==> src/rsv_pkg.sv <==
`default_nettype none

package rsv_pkg;

  // ---------------------------------------------------------------------
  // Bus shape
  // ---------------------------------------------------------------------
  localparam int ADDR_W = 3;
  localparam int DATA_W = 8;
  localparam int NUM_RW = 2;
  localparam int CMD_W  = 4;
  localparam int STAT_W = 4;

  // ---------------------------------------------------------------------
  // Register indices
  // ---------------------------------------------------------------------
  localparam logic [2:0] IDX_CTRL = 3'h0;
  localparam logic [2:0] IDX_MODE = 3'h1;
  localparam logic [2:0] IDX_STAT = 3'h2;
  localparam logic [2:0] IDX_CMD  = 3'h3;
  localparam logic [2:0] IDX_LAST = 3'h3;

  // ---------------------------------------------------------------------
  // Field positions and reset values
  // ---------------------------------------------------------------------
  localparam int CTRL_R0C   = 4;
  localparam int CTRL_R0S   = 5;
  localparam int CTRL_R1S   = 6;
  localparam int CTRL_R1C   = 7;
  localparam int MODE_ONE_L  = 0;
  localparam int MODE_ZERO_L = 2;
  localparam int MODE_X0_L  = 4;
  localparam int MODE_X1_L  = 6;
  localparam logic [7:0] RST_CTRL = 8'h40;
  localparam logic [7:0] RST_MODE = 8'hc0;
  localparam logic [7:0] ZERO_D   = 8'h00;
  localparam logic [7:0] ONES_D   = 8'hff;

  // ---------------------------------------------------------------------
  // Per-bit implementation kinds
  // ---------------------------------------------------------------------
  typedef enum logic [3:0] {
    KIND_NORM,
    KIND_READ_ONE,
    KIND_READ_ZERO,
    KIND_R0_CONST,
    KIND_R0_STORE,
    KIND_R1_CONST,
    KIND_R1_STORE,
    KIND_CTX0,
    KIND_CTX1
  } rsv_kind_type;

  // Per-field choice of implementation for the two read-write registers.
  function automatic rsv_kind_type bit_kind(input int r, input int b);
    rsv_kind_type k;
    k = KIND_NORM;
    if (r == 0)
    begin
      if (b == CTRL_R0C)      k = KIND_R0_CONST;
      else if (b == CTRL_R0S) k = KIND_R0_STORE;
      else if (b == CTRL_R1S) k = KIND_R1_STORE;
      else if (b == CTRL_R1C) k = KIND_R1_CONST;
    end
    else
    begin
      if (b < MODE_ZERO_L)     k = KIND_READ_ONE;
      else if (b < MODE_X0_L)  k = KIND_READ_ZERO;
      else if (b < MODE_X1_L)  k = KIND_CTX0;
      else                     k = KIND_CTX1;
    end
    return k;
  endfunction

  function automatic logic [7:0] reset_of(input int r);
    return (r == 0) ? RST_CTRL : RST_MODE;
  endfunction

endpackage

`default_nettype wire

==> src/rsv_bit_cell.sv <==
`default_nettype none

module rsv_bit_cell #(
  parameter rsv_pkg::rsv_kind_type KIND    = rsv_pkg::KIND_NORM,
  parameter logic                  RST_BIT = 1'b0
) (
  input  wire logic sys_clk_i,
  input  wire logic reset_i,
  input  wire logic dir_we_i,
  input  wire logic dir_bit_i,
  input  wire logic ind_we_i,
  input  wire logic ind_bit_i,
  input  wire logic rsv_now_i,
  output logic      rd_bit_o,
  output logic      use_bit_o
);

  // ---------------------------------------------------------------------
  // Storage or constant
  // ---------------------------------------------------------------------
  localparam bit IS_CONST = (KIND == rsv_pkg::KIND_READ_ONE) ||
                            (KIND == rsv_pkg::KIND_READ_ZERO) ||
                            (KIND == rsv_pkg::KIND_R0_CONST) ||
                            (KIND == rsv_pkg::KIND_R1_CONST);
  localparam bit CONST_V  = (KIND == rsv_pkg::KIND_READ_ONE) ||
                            (KIND == rsv_pkg::KIND_R1_CONST);
  localparam bit FORCE_1  = (KIND == rsv_pkg::KIND_R1_STORE) ||
                            (KIND == rsv_pkg::KIND_CTX1);
  localparam bit ALWAYS_R = (KIND == rsv_pkg::KIND_R0_STORE) ||
                            (KIND == rsv_pkg::KIND_R1_STORE);
  localparam bit CTX_R    = (KIND == rsv_pkg::KIND_CTX0) ||
                            (KIND == rsv_pkg::KIND_CTX1);

  logic reserved;

  // A context bit is reserved only while the qualifier says so.
  assign reserved = ALWAYS_R || (CTX_R && rsv_now_i);

  generate
    if (IS_CONST)
    begin : g_const
      // No flop: the written data is simply discarded.
      assign rd_bit_o  = CONST_V;
      assign use_bit_o = 1'b0;
    end
    else
    begin : g_store
      logic store_q;

      // Direct writes win over a same-cycle indirect update; an indirect
      // update of a reserved bit lands its forced value.
      always_ff @(posedge sys_clk_i)
      begin
        if (reset_i)
          store_q <= RST_BIT;
        else if (dir_we_i)
          store_q <= dir_bit_i;
        else if (ind_we_i)
          store_q <= reserved ? FORCE_1 : ind_bit_i;
      end

      assign rd_bit_o  = store_q;
      // A reserved value must not steer anything but its own readback.
      assign use_bit_o = reserved ? 1'b0 : store_q;
    end
  endgenerate

endmodule

`default_nettype wire

==> src/rsv_regbank.sv <==
// Summary of operation
// - Read-as-one fields always read all ones, whatever was written.
// - Read-as-zero fields always read all zeros, whatever was written.
// - Constant reserved-zero bit reads 0 and ignores writes.
// - Indirect update forces a stored reserved-zero bit to zero.
// - Stored reserved bit reads last written value, else its reset value.
// - Direct write of a stored reserved bit updates its own flop.
// - A reserved bit's value drives nothing except its readback.
// - Constant or storage form is chosen separately for every field.
// - Context-reserved bits are always stored and read last write.
// - Constant reserved-one bit reads 1 and ignores writes.
// - Indirect update forces a stored reserved-one bit to one.
// - Reserved bits of a read-only register read zero, value untrusted.
// - Reserved positions: preserve in read-write, zero in write-only, zero-read in RO.
// - Reserved register accesses are harmless: read zero, writes drop.
// - Ignored writes leave the field with its previous value.

`default_nettype none

module rsv_regbank (
  input  wire logic                       sys_clk_i,
  input  wire logic                       reset_i,
  input  wire logic                       wr_en_i,
  input  wire logic                       rd_en_i,
  input  wire logic [rsv_pkg::ADDR_W-1:0] addr_i,
  input  wire logic [rsv_pkg::DATA_W-1:0] wr_data_i,
  input  wire logic                       ind_we_i,
  input  wire logic [rsv_pkg::ADDR_W-1:0] ind_addr_i,
  input  wire logic [rsv_pkg::DATA_W-1:0] ind_data_i,
  input  wire logic                       ctx_rsv_i,
  input  wire logic [rsv_pkg::STAT_W-1:0] status_i,
  output logic      [rsv_pkg::DATA_W-1:0] rd_data_o,
  output logic                            rd_valid_o,
  output logic      [2*rsv_pkg::DATA_W-1:0] ctrl_o,
  output logic      [rsv_pkg::CMD_W-1:0]  cmd_pulse_o
);

  // ---------------------------------------------------------------------
  // Decode
  // ---------------------------------------------------------------------
  function automatic logic hit(input logic [2:0] a, input logic [2:0] idx);
    return a == idx;
  endfunction

  logic [rsv_pkg::NUM_RW-1:0] dir_we;
  logic [rsv_pkg::NUM_RW-1:0] ind_we;
  logic [rsv_pkg::DATA_W-1:0] rw_rd [rsv_pkg::NUM_RW];
  logic [2*rsv_pkg::DATA_W-1:0] use_bits;
  logic [rsv_pkg::DATA_W-1:0] rd_data_d;
  logic [rsv_pkg::DATA_W-1:0] rd_data_q;
  logic                       rd_valid_q;
  logic [2*rsv_pkg::DATA_W-1:0] ctrl_q;
  logic [rsv_pkg::CMD_W-1:0]  cmd_q;

  // ---------------------------------------------------------------------
  // Field cells of the read-write registers
  // ---------------------------------------------------------------------
  // Every bit gets its own kind, so storage is only spent where wanted.
  genvar r, b;
  generate
    for (r = 0; r < rsv_pkg::NUM_RW; r++)
    begin : g_reg
      assign dir_we[r] = wr_en_i && hit(addr_i, 3'(r));
      assign ind_we[r] = ind_we_i && hit(ind_addr_i, 3'(r));
      for (b = 0; b < rsv_pkg::DATA_W; b++)
      begin : g_bit
        // The whole reset byte is named first, since a bit select cannot
        // be taken straight off a function call.
        localparam logic [rsv_pkg::DATA_W-1:0] RST_BYTE =
          rsv_pkg::reset_of(r);
        rsv_bit_cell #(
          .KIND    (rsv_pkg::bit_kind(r, b)),
          .RST_BIT (RST_BYTE[b])
        ) u_cell (
          .sys_clk_i (sys_clk_i),
          .reset_i   (reset_i),
          .dir_we_i  (dir_we[r]),
          .dir_bit_i (wr_data_i[b]),
          .ind_we_i  (ind_we[r]),
          .ind_bit_i (ind_data_i[b]),
          .rsv_now_i (ctx_rsv_i),
          .rd_bit_o  (rw_rd[r][b]),
          .use_bit_o (use_bits[r*rsv_pkg::DATA_W+b])
        );
      end
    end
  endgenerate

  // ---------------------------------------------------------------------
  // Read mux
  // ---------------------------------------------------------------------
  // Status reserved bits read zero; command and unmapped reads read zero.
  always_comb
  begin
    rd_data_d = rsv_pkg::ZERO_D;
    if (hit(addr_i, rsv_pkg::IDX_CTRL))
      rd_data_d = rw_rd[0];
    else if (hit(addr_i, rsv_pkg::IDX_MODE))
      rd_data_d = rw_rd[1];
    else if (hit(addr_i, rsv_pkg::IDX_STAT))
      rd_data_d = {4'h0, status_i};
    else
      rd_data_d = rsv_pkg::ZERO_D;
  end

  // Read data is held until the next read so software samples it at will.
  always_ff @(posedge sys_clk_i)
  begin
    if (reset_i)
      rd_data_q <= rsv_pkg::ZERO_D;
    else if (rd_en_i)
      rd_data_q <= rd_data_d;
  end

  // Read answer strobe, one cycle after the request.
  always_ff @(posedge sys_clk_i)
  begin
    if (reset_i)
      rd_valid_q <= 1'b0;
    else
      rd_valid_q <= rd_en_i;
  end

  // ---------------------------------------------------------------------
  // Control outputs and command pulses
  // ---------------------------------------------------------------------
  // Registered so reserved gating never glitches downstream logic.
  always_ff @(posedge sys_clk_i)
  begin
    if (reset_i)
      ctrl_q <= '0;
    else
      ctrl_q <= use_bits;
  end

  // Upper command bits are reserved-zero and simply dropped.
  always_ff @(posedge sys_clk_i)
  begin
    if (reset_i)
      cmd_q <= '0;
    else if (wr_en_i && hit(addr_i, rsv_pkg::IDX_CMD))
      cmd_q <= wr_data_i[rsv_pkg::CMD_W-1:0];
    else
      cmd_q <= '0;
  end

  assign rd_data_o   = rd_data_q;
  assign rd_valid_o  = rd_valid_q;
  assign ctrl_o      = ctrl_q;
  assign cmd_pulse_o = cmd_q;

  logic [rsv_pkg::DATA_W-1:0] wd_hist_q;
  always_ff @(posedge sys_clk_i)
  begin
    wd_hist_q <= wr_data_i;
  end
endmodule

`default_nettype wire

==> config.mk <==
export PLATFORM = sky130hd
export DESIGN_NAME = rsv_regbank
export DESIGN_NICKNAME = d
export VERILOG_FILES = /design/src/rsv_pkg.sv /design/src/rsv_bit_cell.sv /design/src/rsv_regbank.sv
export SDC_FILE = /design/constraint.sdc
export NUM_CORES = 1
export LEC_CHECK = 0
export BUFFER_PORTS_ARGS = -buffer_cell sky130_fd_sc_hd__buf_2
export CORE_MARGIN = 5
export CORE_UTILIZATION = 52
export CTS_BUF_LIST = sky130_fd_sc_hd__clkbuf_2
export CTS_CLUSTER_DIAMETER = 150
export DETAILED_ROUTE_END_ITERATION = 10
export PLACE_DENSITY = 0.92
export REMOVE_ABC_BUFFERS = 1
export SLEW_MARGIN = 20
export SYNTH_ARGS = -nofsm -noshare
export SYNTH_HDL_FRONTEND = slang
export SYNTH_HIERARCHICAL = 1
export SYNTH_SLANG_ARGS = --single-unit
==> constraint.sdc <==
create_clock -name sys_clk_i -period 1.7 [get_ports sys_clk_i]
set_input_delay 0.085 -clock sys_clk_i [delete_from_list [all_inputs] [get_ports sys_clk_i]]
set_output_delay 0.085 -clock sys_clk_i [all_outputs]
set_load 0.05 [all_outputs]
Word level (Yosys, flattened, before mapping)
Cells that the tools add are included.
{"block": "word_totals", "in_bits": 32, "ff_bits": 39, "output_inout_bits": 29, "wordCells": 59}
{"block": "classes", "n_mux": 27, "n_eq_ne": 4, "n_reduce_logical": 11, "bitwise_logic": 1}
{"operator": "two-way mux 1 bit", "count": 24}
{"operator": "two-way mux 8 bit", "count": 2}
{"operator": "equality test 3 x 1 -> 1 bit (second input constant)", "count": 2}
{"operator": "equality test 3 x 2 -> 1 bit (second input constant)", "count": 2}
{"operator": "logical NOT 3 bit", "count": 2}
{"operator": "logical AND 1 bit", "count": 5}
{"operator": "two-way mux 4 bit", "count": 1}
{"operator": "nonzero test 2 bit", "count": 2}
{"operator": "OR reduction 2 bit", "count": 2}
{"operator": "NOT 1 bit", "count": 1}

Longest topological paths before layout
{"block": "depth", "ltp_word": 4, "ltp_mapped": 5, "depth_no_buf": 4}

Modules after synthesis
The synthesis kept the hierarchy.
{"module": "rsv_regbank", "cells_per_inst": 105, "n_inst": 1, "area_per_inst_um2": 1047.3}
{"module": "rsv_bit_cell at g_reg[0].g_bit[0].u_cell ...", "cells_per_inst": 6, "n_inst": 6, "area_per_inst_um2": 60.1}
{"module": "rsv_bit_cell at g_reg[1].g_bit[4].u_cell ...", "cells_per_inst": 7, "n_inst": 2, "area_per_inst_um2": 65.1}
{"module": "rsv_bit_cell at g_reg[0].g_bit[7].u_cell ...", "cells_per_inst": 4, "n_inst": 3, "area_per_inst_um2": 22.5}
{"module": "rsv_bit_cell at g_reg[0].g_bit[4].u_cell ...", "cells_per_inst": 3, "n_inst": 3, "area_per_inst_um2": 18.8}
{"module": "rsv_bit_cell at g_reg[0].g_bit[6].u_cell", "cells_per_inst": 6, "n_inst": 1, "area_per_inst_um2": 55.1}
{"module": "rsv_bit_cell at g_reg[0].g_bit[5].u_cell", "cells_per_inst": 6, "n_inst": 1, "area_per_inst_um2": 48.8}

Worst setup path after synthesis
OpenSTA, ideal clock, no wires.
{"block": "synth_path", "path_kind": "input port to flip-flop", "start": "input port ind_addr_i[1] (netlist name)", "end": "register g_reg[0].g_bit[0].u_cell.g_store.store_q", "arrival_ns": 1.459, "setup_ns": 0.080, "path_slack_ns": 0.161, "stages": 3, "n_path_buf": 0, "cell_sequence": "nor4b_1 mux2i_1 a211oi_2"}
{"block": "synth_via", "elab_chain_cells": 3}
{"element": "start, declared", "line": "rsv_regbank.sv:28", "rtl": "input wire logic [rsv_pkg::ADDR_W-1:0] ind_addr_i,"}
{"element": "logical NOT 3 bit", "line": "rsv_regbank.sv:42", "rtl": "return a == idx;"}
{"element": "logical AND 1 bit", "line": "rsv_regbank.sv:64", "rtl": "assign ind_we[r] = ind_we_i && hit(ind_addr_i, 3'(r));"}
{"element": "nonzero test 2 bit (no source line)"}
{"element": "end signal, assigned", "line": "rsv_bit_cell.sv:57", "rtl": "store_q <= dir_bit_i;"}
{"element": "end signal, assigned", "line": "rsv_bit_cell.sv:59", "rtl": "store_q <= reserved ? FORCE_1 : ind_bit_i;"}
{"element": "end, declared", "line": "rsv_bit_cell.sv:48", "rtl": "logic store_q;"}
Every way passes these cells.
A chain may end at the register's enable or synchronous reset.

Worst setup path in the final report
{"block": "layout_path", "start": "register rd_data_q (netlist bit rd_data_o[2])", "end": "output port rd_data_o[2] (netlist name)"}
{"element": "start, declared", "line": "rsv_regbank.sv:50", "rtl": "logic [rsv_pkg::DATA_W-1:0] rd_data_q;"}
{"element": "start signal, assigned", "line": "rsv_regbank.sv:110", "rtl": "rd_data_q <= rsv_pkg::ZERO_D;"}
{"element": "start signal, assigned", "line": "rsv_regbank.sv:112", "rtl": "rd_data_q <= rd_data_d;"}
{"element": "end, declared", "line": "rsv_regbank.sv:32", "rtl": "output logic [rsv_pkg::DATA_W-1:0] rd_data_o,"}
No word-level cell between the ends.

==> flow_summary.yaml <==
outcome:
  status: "completed"
setup_path:
  cp_slowest_stage_delay_ps: 380
  cp-end-kind: "output port"
  worst_path_max_delay_cell: "dfxtp_1"
  cpLargestDelayFamily: "flip-flops"
  cp.arrival_ps: 1030
  cp_max_fo: 2
  reg2reg_depth: 2
  worstSetupPathType: "reg2out"
  crit_chain: "buf_2"
  cp_data_required_time_ps: 1620
  r2r_slack_ps: 660
  crit_cells: 1
  start_kind: "flip-flop"
  worst-path-buf-inv: 1
layout:
  layout_common_cells: "buf_2, dfxtp_1, nor2b_1"
  nets: 282
  final_util_pct: 65.76
  final_common_cell: "buf_2"
  fillers: 269
  drive_gt1_share_pct: 35.06
  diodes: 0
  syn_to_final_growth_pct: 23.32
timing:
  hold_viol: 0
  skew_ps: 14.71
  slew_viol_final: 0
  period_needed_ps: 1116
  finalSetupViolCount: 0
  rsz0062_at_grt: "false"
  tns_ps: 0
  worst_slack_ps: 583.6
  fmax_ghz: 0.8958
  period_share_pct: 65.67
global_route:
  grt_pass1_vias: 1294
  track_usage_pct: 17.02
  grt_pass1_wl_mm: 5.837
  grt_max_degree: 33
  antenna_found_initial: 0
  overflow: 0
yosys:
  synth_area_per_cell_sq_um: 9.391
  yosysTopAreaCellShare_pct: 44.22
  synth_top_cell_by_area: "dfxtp_1"
  synth_cells: 188
  synth_warnings: 6
  ys_seq_area_share_pct: 44.22
  ys_ff_latch: 39
  ys_types: 31
  ys_top_cells_by_area: "dfxtp_1, nor2b_1, buf_4"
  synth_area_sq_um: 1765
routing:
  drc: 0
  drt_iter0_drc: 41
  ant_nets: 0
  via_per_inst: 4.650
  drt_wl_total_mm: 3.807
  drt-wirelength-per-cell_um: 12.82
  vias: 1381
  dr.pass1.iters: 4
placement:
  gp_routability_congestion: 0.7505
  io_buffers: 60
  post-place-ws_ps: 375.2
  place.detailed.hpwl_mm: 2.698
floorplanning:
  boundaryPins: 61
  row_count: 21
  core_sq_um: 3311
  die-area_sq_um: 4660
  start_util_pct: 53.33
  die_h_um: 68.27
  die_x_um: 68.27
cts:
  post_cts_resize_count: 0
  cts_sinks: 39
  cts_buffer_depth: 2
  path_clk_slew_ps: 200
  cts_root_buffer: "clkbuf_2"
  numCtsBuffers: 5
  h-tree-depth: 2
  worstSkewPairLatency_ps: 390
  cts_tree: "built"
power:
  power_mw: 1.806
  p_per_area_nw_per_um2: 829.5
  p_leak_nw: 0.9828
  peakVddDrop_mv: 0.6630
hold_path:
  hold_path_class: "in2reg"
  whs_path_depth: 3
job:
  cap_violations: 0
cells by family after synthesis:
kind of cell,count (synthesis),synth area share (%)
AOI/OAI and AO/OA,23,11.55
other,11,2.339
DFF,39,44.22
muxes,8,4.819
buffers and inverters,36,11.76
and+or+nand+nor,71,25.30
routing by layer:
metal,share of wire [%],vias up,track usage [%]
met5,0,-,0
met4,3.9,0,9.926
met3,6.1,13,5.090
met1,42,609,19.98
li1,-,707,-
met2,48,52,27.32
sequential cells by signal, indices dropped and copies added, names as in the netlist:
register                 flops
ctrl_o                      16
g.g_bit.u_cell/rd_bit_o     10
rd_data_o                    8
cmd_pulse_o                  4
rd_valid_o                   1
cell usage after synthesis:
library cell	number
dfxtp_1	39
nor2b_1	31
buf_4	19
inv_1	13
conb_1	11
nor2_1	10
a21oi_1	8
nand2b_1	7
a211oi_2	4
a32o_1	4
mux2_2	4
mux2i_1	4
nand3_1	4
or3_1	4
clkbuf_1	3
o22ai_1	3
a311oi_2	2
nand3b_1	2
nor3b_1	2
nor3b_2	2
o31ai_2	2
and2_1	1
and3_1	1
buf_2	1
nand2_1	1
nand4_1	1
nor4_2	1
nor4b_1	1
nor4bb_1	1
or2_4	1
or3b_1	1
power breakdown:
part	switching [mW]	internal [mW]	total, mW	leakage, nW
Combinational	0.184	0.115	0.299	0.623
Sequential	0.0129	0.950	0.963	0.319
Clock	0.301	0.242	0.544	0.0404
Total	0.499	1.31	1.81	0.983
timing repair:
| action | CTS | global route |
|---|---|---|
| setup endpoints to repair | 0 | 0 |
| setup buffers | 0 | 0 |
| hold endpoints to repair | 15 | 0 |
| hold buffers | 10 | 0 |
stage by stage:
stage | cell area (sq um) | std cells | hold slack [ps]
after floorplan | 1618 | 168 | 149.6
after global placement | 2013 | 279 | 301.0
after detailed placement | 2013 | 279 | 319.1
after CTS | 2177 | 297 | 1.334
after global routing | 2177 | 297 | 4.774
final | 2177 | 297 | 17.55
worst paths after layout:
| kind | start | to |
|---|---|---|
| setup / recovery | rd_data_o[2] | rd_data_o[2] |
| setup reg to reg | g_reg[0].g_bit[2].u_cell/rd_bit_o | rd_data_o[2] |
| hold / removal | ind_data_i[4] | g_reg[1].g_bit[4].u_cell/rd_bit_o |
| hold reg to reg | rd_data_o[7] | rd_data_o[7] |
final cells by class:
cell class	count	area, sq um	share of cell area [%]
multi-input combinational	116	788.3	36.21
sequential	39	780.7	35.86
timing repair buffer	75	437.9	20.11
tap	46	57.56	2.644
inverter	13	48.80	2.241
clock inverter	3	38.79	1.782
clock buffer	5	25.02	1.149
No activity file was read; power rests on OpenSTA's default activity.
